`config.mk`:
```
export PLATFORM = sky130hd
export DESIGN_NAME = afss_top
export DESIGN_NICKNAME = d
export VERILOG_FILES = /design/src/pkg/afss_pkg.sv /design/src/pkg/afss_smp_if.sv /design/src/rtl/afss_avg_filter.sv /design/src/rtl/afss_top.sv
export SDC_FILE = /design/constraint.sdc
export NUM_CORES = 2
export LEC_CHECK = 0
export BUFFER_PORTS_ARGS = -buffer_cell sky130_fd_sc_hd__buf_2
export CAP_MARGIN = 30
export CORE_AREA = 10 10 659 661
export DETAILED_ROUTE_END_ITERATION = 10
export DIE_AREA = 0 0 669 671
export PLACE_DENSITY_LB_ADDON = 0.08
export SLEW_MARGIN = 20
export SYNTH_ARGS = -nofsm -noshare
export SYNTH_HDL_FRONTEND = slang
export SYNTH_SLANG_ARGS = --single-unit
```
`constraint.sdc`:
```
create_clock -name CORE_CLK -period 100.3 [get_ports CORE_CLK]
set_input_delay 20.06 -clock CORE_CLK [delete_from_list [all_inputs] [get_ports CORE_CLK]]
set_output_delay 20.06 -clock CORE_CLK [all_outputs]
set_load 0.005 [all_outputs]
```
`src/pkg/afss_pkg.sv`:
```
// Purpose: Shared constants and types for the analog frequency source selector
// Assumes: One core clock, register port with one-cycle read latency
// Notes:   Configuration codes are stored as written; see decode in afss_top
// Function
// - One filter setting 1..30 for voltage, current and bipolar inputs
// - Modes 00/03: select picks voltage or current
// - Mode 01 adds bipolar trim to voltage/current
// - Mode 02 trims; no reverse with alt 02..04 unless bipolar is main
// - Alt settings 02..04: select high picks keypad
// - Negative bipolar value commands reverse rotation
// - Unmapped select ignores alternate-input setting
// - Unmapped: bipolar alone or voltage plus current
// - Unmapped mode 01 keeps bipolar input unipolar
// - Trim adds bipolar offset; bipolar main alone
// - Select change re-evaluates source after the two-stage synchroniser
// - Full-scale point maps voltage to maximum
// - Analog command only when source is terminals
package afss_pkg;

  // ==========================================================
  // Register map
  localparam int           ADDR_W         = 8;
  localparam logic [7:0]   REG_CFG        = 8'h00;
  localparam logic [7:0]   REG_FSCALE     = 8'h04;
  localparam logic [7:0]   REG_STATUS     = 8'h08;

  // ==========================================================
  // Configuration field layout
  localparam int           CFG_DEPTH_LSB  = 0;
  localparam int           CFG_TRIM_LSB   = 8;
  localparam int           CFG_ALT_LSB    = 12;
  localparam int           CFG_MAPPED_BIT = 16;
  localparam int           CFG_FSRC_LSB   = 20;
  localparam int           STAT_REV_BIT   = 16;
  localparam int           STAT_TRIM_BIT  = 17;
  localparam int           STAT_ACT_BIT   = 18;
  localparam int           STAT_SEL_BIT   = 19;

  // ==========================================================
  // Filter depth limits and reset values
  localparam int           DEPTH_W        = 5;
  localparam int           HIST_LEN       = 32;
  localparam logic [4:0]   DEPTH_MIN      = 5'h01;
  localparam logic [4:0]   DEPTH_MAX      = 5'h1e;
  localparam logic [4:0]   DEPTH_RST      = 5'h08;
  localparam logic [1:0]   TRIM_RST       = 2'h0;
  localparam logic [2:0]   ALT_RST        = 3'h0;
  localparam logic         MAPPED_RST     = 1'b1;
  localparam logic [1:0]   FSRC_RST       = 2'h1;
  // Input span in volts that reset full scale stands for
  localparam int           FULL_SPAN_V    = 10;

  // ==========================================================
  // Setting codes
  localparam logic [1:0]   TRIM_PLAIN     = 2'h0;
  localparam logic [1:0]   TRIM_UNI       = 2'h1;
  localparam logic [1:0]   TRIM_REV       = 2'h2;
  localparam logic [1:0]   TRIM_NONE      = 2'h3;
  localparam logic [2:0]   ALT_CUR        = 3'h0;
  localparam logic [2:0]   ALT_BIP        = 3'h1;
  localparam logic [2:0]   ALT_POT_V      = 3'h2;
  localparam logic [2:0]   ALT_POT_I      = 3'h3;
  localparam logic [2:0]   ALT_POT_B      = 3'h4;
  localparam logic [1:0]   FSRC_TERM      = 2'h1;

  typedef enum logic [2:0] {SRC_V, SRC_I, SRC_B, SRC_SUM, SRC_POT} afss_src_t;

endpackage

```
`src/pkg/afss_smp_if.sv`:
```
// Purpose: Carries one input's samples to its filter and the average back
// Assumes: All signals on the core clock
// Notes:   smp and avg are signed; unipolar inputs arrive zero-extended
`timescale 1ns/100ps
interface afss_smp_if import afss_pkg::*; #(parameter int W = 13);
  logic                valid;
  logic                clear;
  logic [DEPTH_W-1:0]  depth;
  logic signed [W-1:0] smp;
  logic signed [W-1:0] avg;
  modport src  (output valid, clear, depth, smp, input avg);
  modport filt (input valid, clear, depth, smp, output avg);
endinterface

```
`src/rtl/afss_avg_filter.sv`:
```
// Purpose: Moving average over the last depth samples of one input
// Assumes: Depth held between 1 and 30; clear pulsed when depth changes
// Notes:   History starts at zero, so the average ramps up after clear
`timescale 1ns/100ps
module afss_avg_filter import afss_pkg::*; #(
  parameter int W    = 13,
  parameter int HIST = HIST_LEN
) (
  input  wire logic    CORE_CLK,
  input  wire logic    RST,
  afss_smp_if.filt     port
);
  localparam int AW = $clog2(HIST);
  localparam int SW = W + AW + 1;

  logic signed [W-1:0]  hist [HIST];
  logic [AW-1:0]        wptr;
  logic signed [SW-1:0] sum;

  // ==========================================================
  // Running sum: add newest, drop the one depth samples back
  wire [AW-1:0]        old_idx  = wptr - AW'(port.depth);
  wire signed [W-1:0]  old_smp  = hist[old_idx];
  wire signed [SW-1:0] next_sum = sum + SW'(port.smp) - SW'(old_smp);
  wire signed [SW-1:0] div_by   = $signed({{(SW-DEPTH_W){1'b0}}, port.depth});
  wire signed [SW-1:0] next_avg = next_sum / div_by;

  // Clear wipes history so a new depth never mixes stale terms
  always_ff @(posedge CORE_CLK or posedge RST) begin
    if (RST) begin
      wptr     <= '0;
      sum      <= '0;
      port.avg <= '0;
      for (int k = 0; k < HIST; k++) hist[k] <= '0;
    end else if (port.clear) begin
      wptr <= '0;
      sum  <= '0;
      for (int k = 0; k < HIST; k++) hist[k] <= '0;
    end else if (port.valid) begin
      hist[wptr] <= port.smp;
      wptr       <= wptr + 1'b1;
      sum        <= next_sum;
      port.avg   <= W'(next_avg);
    end
  end

  // ==========================================================
  // Depth one passes the newest sample straight through
  property p_depth_one;
    @(posedge CORE_CLK) disable iff (RST)
    port.valid && !port.clear && port.depth == 5'h01 |=> port.avg == $past(port.smp);
  endproperty
  a_depth_one: assert property (p_depth_one) else $error("Depth one average wrong");

endmodule

```
`src/rtl/afss_top.sv`:
```
// Purpose: Filters analog samples and selects the frequency command source
// Assumes: Sample words on the core clock; select pin asynchronous
// Notes:   Command recomputed every cycle so select changes reach the outputs on the third edge
`timescale 1ns/100ps
module afss_top import afss_pkg::*; #(
  parameter int W = 12
) (
  input  wire logic                CORE_CLK,
  input  wire logic                RST,
  input  wire logic [ADDR_W-1:0]   ADDR,
  input  wire logic [31:0]         WR_DATA,
  input  wire logic                WR_STB,
  input  wire logic                RD_STB,
  output logic      [31:0]         RD_DATA,
  input  wire logic                SAMPLE_VALID,
  input  wire logic [W-1:0]        VOLT_IN,
  input  wire logic [W-1:0]        CURRENT_IN,
  input  wire logic signed [W-1:0] BIPOLAR_VIN,
  input  wire logic [W-1:0]        KEYPAD_POT,
  input  wire logic                ANALOG_TYPE_SELECT,
  output logic      [W-1:0]        FREQ_CMD,
  output logic                     FREQ_REV,
  output logic                     TRIM_ACTIVE,
  output logic                     CMD_ACTIVE
);
  localparam int FW = W + 1;
  localparam int CW = W + 3;
  localparam logic [W-1:0]  MAX_W  = {W{1'b1}};
  localparam logic signed [CW-1:0] MAX_C = $signed({3'h0, MAX_W});

  // ==========================================================
  // Configuration registers
  logic [DEPTH_W-1:0] depth;
  logic [1:0]         trim_cfg;
  logic [2:0]         alt_cfg;
  logic               mapped;
  logic [1:0]         fsrc;
  logic [W-1:0]       fscale;
  logic               filt_clear;
  logic               sel_meta;
  logic               sel_sync;

  // Write decode and clamping
  wire                wr_cfg     = WR_STB && (ADDR == REG_CFG);
  wire                wr_fscale  = WR_STB && (ADDR == REG_FSCALE);
  wire [DEPTH_W-1:0]  wr_depth   = WR_DATA[CFG_DEPTH_LSB +: DEPTH_W];
  wire [DEPTH_W-1:0]  next_depth = (wr_depth < DEPTH_MIN) ? DEPTH_MIN :
                                   (wr_depth > DEPTH_MAX) ? DEPTH_MAX : wr_depth;
  wire [W-1:0]        wr_fs      = WR_DATA[W-1:0];
  wire [W-1:0]        next_fscale = (wr_fs == '0) ? W'(1) : wr_fs;  // Zero would divide by zero

  // Register writes; a depth change also restarts the filters
  always_ff @(posedge CORE_CLK or posedge RST) begin
    if (RST) begin
      depth      <= DEPTH_RST;
      trim_cfg   <= TRIM_RST;
      alt_cfg    <= ALT_RST;
      mapped     <= MAPPED_RST;
      fsrc       <= FSRC_RST;
      fscale     <= MAX_W;
      filt_clear <= 1'b0;
    end else begin
      filt_clear <= wr_cfg && (next_depth != depth);
      if (wr_cfg) begin
        depth    <= next_depth;
        trim_cfg <= WR_DATA[CFG_TRIM_LSB +: 2];
        alt_cfg  <= WR_DATA[CFG_ALT_LSB +: 3];
        mapped   <= WR_DATA[CFG_MAPPED_BIT];
        fsrc     <= WR_DATA[CFG_FSRC_LSB +: 2];
      end
      if (wr_fscale) fscale <= next_fscale;
    end
  end

  property p_depth_clamp;
    @(posedge CORE_CLK) disable iff (RST)
    wr_cfg && (wr_depth > DEPTH_MAX) |=> depth == DEPTH_MAX;
  endproperty
  a_depth_clamp: assert property (p_depth_clamp) else $error("Depth not clamped to top");

  // ==========================================================
  // Select pin synchroniser, two stages before any use
  always_ff @(posedge CORE_CLK or posedge RST) begin
    if (RST) begin
      sel_meta <= 1'b0;
      sel_sync <= 1'b0;
    end else begin
      sel_meta <= ANALOG_TYPE_SELECT;
      sel_sync <= sel_meta;
    end
  end

  // ==========================================================
  // One shared-depth filter per voltage, current and bipolar input; keypad unfiltered
  afss_smp_if #(.W(FW)) if_v ();
  afss_smp_if #(.W(FW)) if_i ();
  afss_smp_if #(.W(FW)) if_b ();

  // Same depth and clear on every path keeps the inputs matched
  assign if_v.valid = SAMPLE_VALID;
  assign if_v.clear = filt_clear;
  assign if_v.depth = depth;
  assign if_v.smp   = $signed({1'b0, VOLT_IN});
  assign if_i.valid = SAMPLE_VALID;
  assign if_i.clear = filt_clear;
  assign if_i.depth = depth;
  assign if_i.smp   = $signed({1'b0, CURRENT_IN});
  assign if_b.valid = SAMPLE_VALID;
  assign if_b.clear = filt_clear;
  assign if_b.depth = depth;
  assign if_b.smp   = FW'(BIPOLAR_VIN);

  afss_avg_filter #(.W(FW)) u_filt_v (
    .CORE_CLK (CORE_CLK),
    .RST      (RST),
    .port     (if_v.filt)
  );
  afss_avg_filter #(.W(FW)) u_filt_i (
    .CORE_CLK (CORE_CLK),
    .RST      (RST),
    .port     (if_i.filt)
  );
  afss_avg_filter #(.W(FW)) u_filt_b (
    .CORE_CLK (CORE_CLK),
    .RST      (RST),
    .port     (if_b.filt)
  );

  // ==========================================================
  // Source selection; unknown alternate codes act as current
  afss_src_t map_src;
  afss_src_t unm_src;
  afss_src_t main_src;
  wire [2:0] alt_eff  = (alt_cfg > ALT_POT_B) ? ALT_CUR : alt_cfg;
  wire       alt_pot  = (alt_eff >= ALT_POT_V);
  wire       trim_on  = (trim_cfg == TRIM_UNI) || (trim_cfg == TRIM_REV);

  // Select low: voltage, or current / bipolar for keypad modes
  assign map_src = !sel_sync ?
                   ((alt_eff == ALT_POT_I) ? SRC_I :
                    (alt_eff == ALT_POT_B) ? SRC_B : SRC_V) :
                   ((alt_eff == ALT_CUR)   ? SRC_I :
                    (alt_eff == ALT_BIP)   ? SRC_B : SRC_POT);
  // Unmapped select ignores the alternate setting altogether
  assign unm_src  = (trim_cfg == TRIM_PLAIN) ? SRC_B : SRC_SUM;
  assign main_src = mapped ? map_src : unm_src;

  wire main_vi = (main_src == SRC_V) || (main_src == SRC_I);
  // Trim never applies when bipolar is itself the command
  wire trim_en = mapped ?
                 ((main_src == SRC_POT) || (main_vi && (alt_pot || trim_on))) :
                 trim_on;
  wire rev_en  = mapped ?
                 ((main_src == SRC_B) || (!alt_pot && trim_cfg == TRIM_REV)) :
                 ((trim_cfg == TRIM_PLAIN) || (trim_cfg == TRIM_REV));
  wire bip_uni = !mapped && (trim_cfg == TRIM_UNI);

  property p_plain_modes;
    @(posedge CORE_CLK) disable iff (RST)
    mapped && (trim_cfg == TRIM_PLAIN || trim_cfg == TRIM_NONE) && alt_cfg == ALT_CUR
    |-> !trim_en && !rev_en && main_src == (sel_sync ? SRC_I : SRC_V);
  endproperty
  a_plain_modes: assert property (p_plain_modes) else $error("Plain mode selection wrong");

  property p_uni_trim;
    @(posedge CORE_CLK) disable iff (RST)
    mapped && trim_cfg == TRIM_UNI && alt_cfg <= ALT_BIP
    |-> (main_vi == trim_en) && (rev_en == (main_src == SRC_B));
  endproperty
  a_uni_trim: assert property (p_uni_trim) else $error("Trim mode one selection wrong");

  property p_rev_mode;
    @(posedge CORE_CLK) disable iff (RST)
    mapped && trim_cfg == TRIM_REV && alt_cfg <= ALT_BIP |-> rev_en && (trim_en == main_vi);
  endproperty
  a_rev_mode: assert property (p_rev_mode) else $error("Reverse trim mode wrong");

  property p_keypad;
    @(posedge CORE_CLK) disable iff (RST)
    mapped && sel_sync && alt_cfg >= ALT_POT_V && alt_cfg <= ALT_POT_B
    |-> main_src == SRC_POT && trim_en && !rev_en;
  endproperty
  a_keypad: assert property (p_keypad) else $error("Keypad source not chosen");

  // Table rows spelled out so a wrong decode cannot agree with itself
  property p_unmapped;
    @(posedge CORE_CLK) disable iff (RST)
    !mapped |-> ((trim_cfg == TRIM_PLAIN) ?
                 (main_src == SRC_B && rev_en && !trim_en) :
                 (main_src == SRC_SUM && trim_en == (trim_cfg != TRIM_NONE)
                  && rev_en == (trim_cfg == TRIM_REV)));
  endproperty
  a_unmapped: assert property (p_unmapped) else $error("Unmapped selection wrong");

  // ==========================================================
  // Command arithmetic: voltage scaled to the full-scale point
  wire [W-1:0]        v_u     = if_v.avg[W-1:0];
  wire [W-1:0]        i_u     = if_i.avg[W-1:0];
  wire [2*W-1:0]      v_prod  = v_u * MAX_W;
  wire [2*W-1:0]      v_div   = v_prod / {{W{1'b0}}, fscale};
  wire [W-1:0]        v_sc    = (v_div > {{W{1'b0}}, MAX_W}) ? MAX_W : v_div[W-1:0];
  wire signed [CW-1:0] v_s    = $signed({3'h0, v_sc});
  wire signed [CW-1:0] i_s    = $signed({3'h0, i_u});
  wire signed [CW-1:0] pot_s  = $signed({3'h0, KEYPAD_POT});
  wire signed [CW-1:0] b_s    = CW'(if_b.avg);

  property p_full_scale;
    @(posedge CORE_CLK) disable iff (RST)
    v_u >= fscale |-> v_sc == MAX_W;
  endproperty
  a_full_scale: assert property (p_full_scale) else $error("Full-scale point not maximum");

  // Main value per source; summation adds voltage and current
  wire signed [CW-1:0] main_val = (main_src == SRC_V)   ? v_s :
                                  (main_src == SRC_I)   ? i_s :
                                  (main_src == SRC_B)   ? b_s :
                                  (main_src == SRC_SUM) ? v_s + i_s : pot_s;
  // Unmapped mode 01 trim drops negative offsets rather than reversing
  wire signed [CW-1:0] trim_val = !trim_en ? '0 :
                                  (bip_uni && b_s < 0) ? '0 : b_s;
  wire signed [CW-1:0] cmd_sum  = main_val + trim_val;
  wire                 cmd_neg  = cmd_sum < 0;
  wire                 cmd_rev  = rev_en && cmd_neg;
  // Negative without reverse permission clamps to a stop
  wire signed [CW-1:0] cmd_mag  = !cmd_neg ? cmd_sum : (rev_en ? -cmd_sum : '0);
  wire [W-1:0]         cmd_sat  = (cmd_mag > MAX_C) ? MAX_W : cmd_mag[W-1:0];
  wire                 freq_on  = (fsrc == FSRC_TERM);

  property p_bip_alone;
    @(posedge CORE_CLK) disable iff (RST)
    main_src == SRC_B |-> !trim_en && trim_val == 0;
  endproperty
  a_bip_alone: assert property (p_bip_alone) else $error("Bipolar main got a trim");

  property p_unipolar;
    @(posedge CORE_CLK) disable iff (RST)
    !mapped && trim_cfg == TRIM_UNI && freq_on |=> !FREQ_REV;
  endproperty
  a_unipolar: assert property (p_unipolar) else $error("Unipolar trim gave reverse");

  // ==========================================================
  // Registered command outputs, refreshed every cycle
  always_ff @(posedge CORE_CLK or posedge RST) begin
    if (RST) begin
      FREQ_CMD    <= '0;
      FREQ_REV    <= 1'b0;
      TRIM_ACTIVE <= 1'b0;
      CMD_ACTIVE  <= 1'b0;
    end else begin
      FREQ_CMD    <= freq_on ? cmd_sat : '0;
      FREQ_REV    <= freq_on && cmd_rev;
      TRIM_ACTIVE <= freq_on && trim_en;
      CMD_ACTIVE  <= freq_on;
    end
  end

  property p_src_gate;
    @(posedge CORE_CLK) disable iff (RST)
    !freq_on |=> FREQ_CMD == '0 && !CMD_ACTIVE && !FREQ_REV && !TRIM_ACTIVE;
  endproperty
  a_src_gate: assert property (p_src_gate) else $error("Command not gated by source");

  property p_direction;
    @(posedge CORE_CLK) disable iff (RST)
    freq_on && rev_en |=> FREQ_REV == $past(cmd_neg);
  endproperty
  a_direction: assert property (p_direction) else $error("Direction not from sign");

  property p_sel_change;
    @(posedge CORE_CLK) disable iff (RST)
    freq_on && mapped && $changed(sel_sync) && alt_cfg == ALT_POT_V |=> TRIM_ACTIVE;
  endproperty
  a_sel_change: assert property (p_sel_change) else $error("Select change not applied");

  // ==========================================================
  // Register read port, data only in the cycle after the strobe
  wire [31:0] rd_cfg  = {10'h000, fsrc, 3'h0, mapped, 1'b0, alt_cfg,
                         2'h0, trim_cfg, 3'h0, depth};
  wire [31:0] rd_stat = {12'h000, sel_sync, CMD_ACTIVE, TRIM_ACTIVE, FREQ_REV,
                         {(16-W){1'b0}}, FREQ_CMD};
  wire [31:0] rd_mux  = (ADDR == REG_CFG)    ? rd_cfg :
                        (ADDR == REG_FSCALE) ? {{(32-W){1'b0}}, fscale} :
                        (ADDR == REG_STATUS) ? rd_stat : 32'h0000_0000;

  always_ff @(posedge CORE_CLK or posedge RST) begin
    if (RST) begin
      RD_DATA <= '0;
    end else begin
      RD_DATA <= RD_STB ? rd_mux : '0;
    end
  end

endmodule

```
==> flow_summary.json <==
{
  "gp_congestion": 0.814,
  "rrSetupSlack_ns": 19.64,
  "netlist_area_um2": 105000,
  "drv_cap": 0,
  "clkLatencyLatePin_ns": 0.90,
  "crit_top_cell": "o21a_1",
  "root_buffer": "clkbuf_16",
  "yosysWarnings": 0,
  "worst_pin_slew_ns": 1.24,
  "cts_setup_buffers": 0,
  "hold_class": "reg -> reg",
  "grt_pass1_wl_mm": 586,
  "syn_to_final_growth_pct": 12.0,
  "syn-instance-count": 12300,
  "cts_tree": "built",
  "antenna_found_initial": 11,
  "holdPathEnd": "sel_sync",
  "via_per_inst": 5.06,
  "worst_slack_ns": 19.64,
  "vias": 90200,
  "worst-path-max-fanout": 21,
  "synth.area.top_cells": "dfrtp_1 31%, nand2_1 9.3%, ha_1 7.8%, mux4_2 7.7%, a21oi_1 6.8%",
  "hold_start": "sel_meta",
  "fin_tns_setup_ns": 0,
  "dp_hpwl_mm": 269,
  "finalSetupViolCount": 0,
  "die_area_um2": 449000,
  "synth_largest_area_cell": "dfrtp_1",
  "async_reset_ff_share_pct": 100,
  "slew_headroom_pct": 17.0,
  "finalNonFillerCells": 17800,
  "ctsHoldBuffers": 0,
  "drive_gt1_share_pct": 11.9,
  "grt_max_degree": 221,
  "r2r_start": "u_filt_v.port.avg[11]",
  "die_y_um": 671,
  "die_w_um": 669,
  "numCtsBuffers": 171,
  "pin_count": 141,
  "crit_type": "reg -> reg",
  "dr.pass1.iters": 6,
  "grt_pass1_vias": 91200,
  "cts-resized-gates": 0,
  "ys_types": 152,
  "crit_path_end_kind": "register",
  "max_stage_delay_ns": 0.64,
  "dp.cells": 17500,
  "max_freq_ghz": 0.0124,
  "drc": 0,
  "final.period_utilization_pct": 80.4,
  "synth_top_area_share_pct": 31.3,
  "final_core_util_pct": 27.9,
  "clockBufferDepth": 4,
  "synthFlopType": "dfrtp_1",
  "clock-sinks": 1325,
  "synth_enable_flop_cells": 0,
  "status": "finished, final reports clean",
  "grt_setup_unrepaired": "no",
  "whs_path_depth": 0,
  "clk_pin_slew_ns": 0.06,
  "hold_violations": 0,
  "reg2reg_depth": 377,
  "synth-seq-cells": 1325,
  "cts_max_level": 4,
  "start_util_pct": 24.9,
  "clock_skew_ns": 0.102,
  "totalWireLength_mm": 384,
  "fin_nets": 13000,
  "io_buffers": 115,
  "grt-ovfl-total": 0,
  "arrival_ns": 81.32,
  "dp_worst_setup_slack_ns": 19.60,
  "crit_path_top_delay_cell": "inv_1",
  "ys_seq_area_share_pct": 31.6,
  "fin_crit_ns": 80.66,
  "worstPathRequired_ns": 100.96,
  "grt_usage_pct": 16.6,
  "antenna_left": 0,
  "fillers": 44800,
  "core_area_um2": 422000,
  "slew_viol_final": 0,
  "r2r-end": "FREQ_CMD[10]",
  "fp-row-count": 239,
  "cp-start-kind": "register",
  "syn_avg_cell_area_um2": 8.51,
  "routedWlPerCell_um": 21.6,
  "first_iter_violations": 6309
}
Yosys cell counts (all sizes together), types with 237 or more instances:
cell and n:
inv 472, clkbuf 649, dfrtp 1310, nor3 404
ha 655, mux4 359, o21ai 377, o21a 323
a21oi 1434, mux2i 237, nand2 2591, nor2 854
layout by cell type (no fill, tap or decap), types with 36 or more instances in the layout:
cell type | netlist | routed
nand2_1 | 2589 | 2589
a21oi_1 | 1424 | 1424
dfrtp_1 | 1310 | 1307
nor2_1 | 850 | 834
ha_1 | 655 | 652
inv_1 | 472 | 465
nor3_1 | 396 | 395
mux4_2 | 359 | 359
o21ai_0 | 342 | 342
o21a_1 | 322 | 322
mux2i_1 | 236 | 236
buf_4 | 22 | 232
xnor2_1 | 230 | 223
nand3_1 | 202 | 202
clkbuf_16 | 0 | 175
mux2_2 | 159 | 159
xor2_1 | 135 | 133
o31ai_1 | 125 | 125
buf_2 | 14 | 115
fa_1 | 115 | 112
a21o_1 | 109 | 109
nand2b_1 | 101 | 100
and2_1 | 90 | 90
nor2b_1 | 78 | 78
or3_1 | 74 | 74
a211oi_1 | 70 | 70
o211ai_1 | 66 | 66
nand4_1 | 61 | 61
a31oi_1 | 61 | 61
and3_1 | 58 | 58
or2_2 | 53 | 53
o21bai_1 | 49 | 49
nor4_1 | 51 | 48
clkbuf_1 | 634 | 43
a21boi_0 | 36 | 36
a22oi_1 | 36 | 36
clkbuf_8 | 14 | 36
metrics by stage:
step                instance area (um2)  hold slack, ns
finish                           117000           0.373
global route                     117000           0.385
CTS                              117000           0.370
detailed placement               111000           0.345
global placement                 111000           0.336
floorplan                        105000           0.331
kinds of logic (layout without fill, tap and decap cells):
kind of cell	Yosys count	count (layout)	share of synthesized area, %
fa+ha+maj	772	772	10.0
flops	1325	1325	31.6
simple gates	4827	4827	20.5
buf+inv	1215	1144	4.63
xor+xnor	366	366	3.06
other cells	1	17	0.00358
mux	759	759	11.7
compound gates	3063	3063	18.4
registers in the layout (all words and copies together) (netlist names), 12 cells and up:
signal / flops
u_filt_i.sum: 19
fscale: 12
u_filt_b.sum: 19
FREQ_CMD: 12
u_filt_v.sum: 19
u_filt_i.hist: 384
u_filt_b.port.avg: 13
RD_DATA: 21
u_filt_i.port.avg: 12
u_filt_v.port.avg: 12
u_filt_b.hist: 384
u_filt_v.hist: 384
per-layer routing:
metal / vias to the layer above / GRT usage, % / routed length, um
met5: - / 0 / 0
met2: 1618 / 28.2 / 183000
met1: 44900 / 22.9 / 180000
met4: 0 / 3.53 / 8600
li1: 43300 / - / -
met3: 366 / 1.51 / 12500
layout make-up:
| type | count | area [um2] | share of cell area (%) |
|---|---|---|---|
| Inverter | 473 | 1790 | 1.52 |
| Sequential cell | 1325 | 33200 | 28.3 |
| Clock inverter | 51 | 686 | 0.584 |
| Tap cell | 5543 | 6940 | 5.91 |
| Clock buffer | 254 | 5040 | 4.29 |
| Timing Repair Buffer | 366 | 2690 | 2.29 |
| Multi-Input combinational cell | 9798 | 67100 | 57.1 |
| Antenna cell | 6 | 15.0 | 0.0128 |
critical path, delay by kind of cell (launching register included):
| family | cells | cell delay, ns |
|---|---|---|
| compound gates | 238 | 49.60 |
| xor+xnor | 1 | 0.17 |
| fa+ha+maj | 32 | 10.67 |
| buf+inv | 29 | 5.35 |
| flops | 1 | 0.54 |
| mux | 5 | 1.52 |
| simple gates | 72 | 12.42 |
worst max path at each step:
stage	start	endpoint	cells after the start
4_1_cts	u_filt_v.port.avg[11]	FREQ_CMD[11]	377
5_1_grt	u_filt_v.port.avg[11]	FREQ_CMD[10]	380
3_5_place_dp	u_filt_v.port.avg[11]	FREQ_CMD[11]	377
6_report	u_filt_v.port.avg[11]	FREQ_CMD[10]	377
2_1_floorplan	u_filt_v.port.avg[11]	FREQ_CMD[10]	379
3_3_place_gp	u_filt_v.port.avg[11]	FREQ_CMD[11]	377
Power is left out: the tool's default activity adds up to more than one toggle a clock period on the data nets, which glitch-free logic cannot reach.
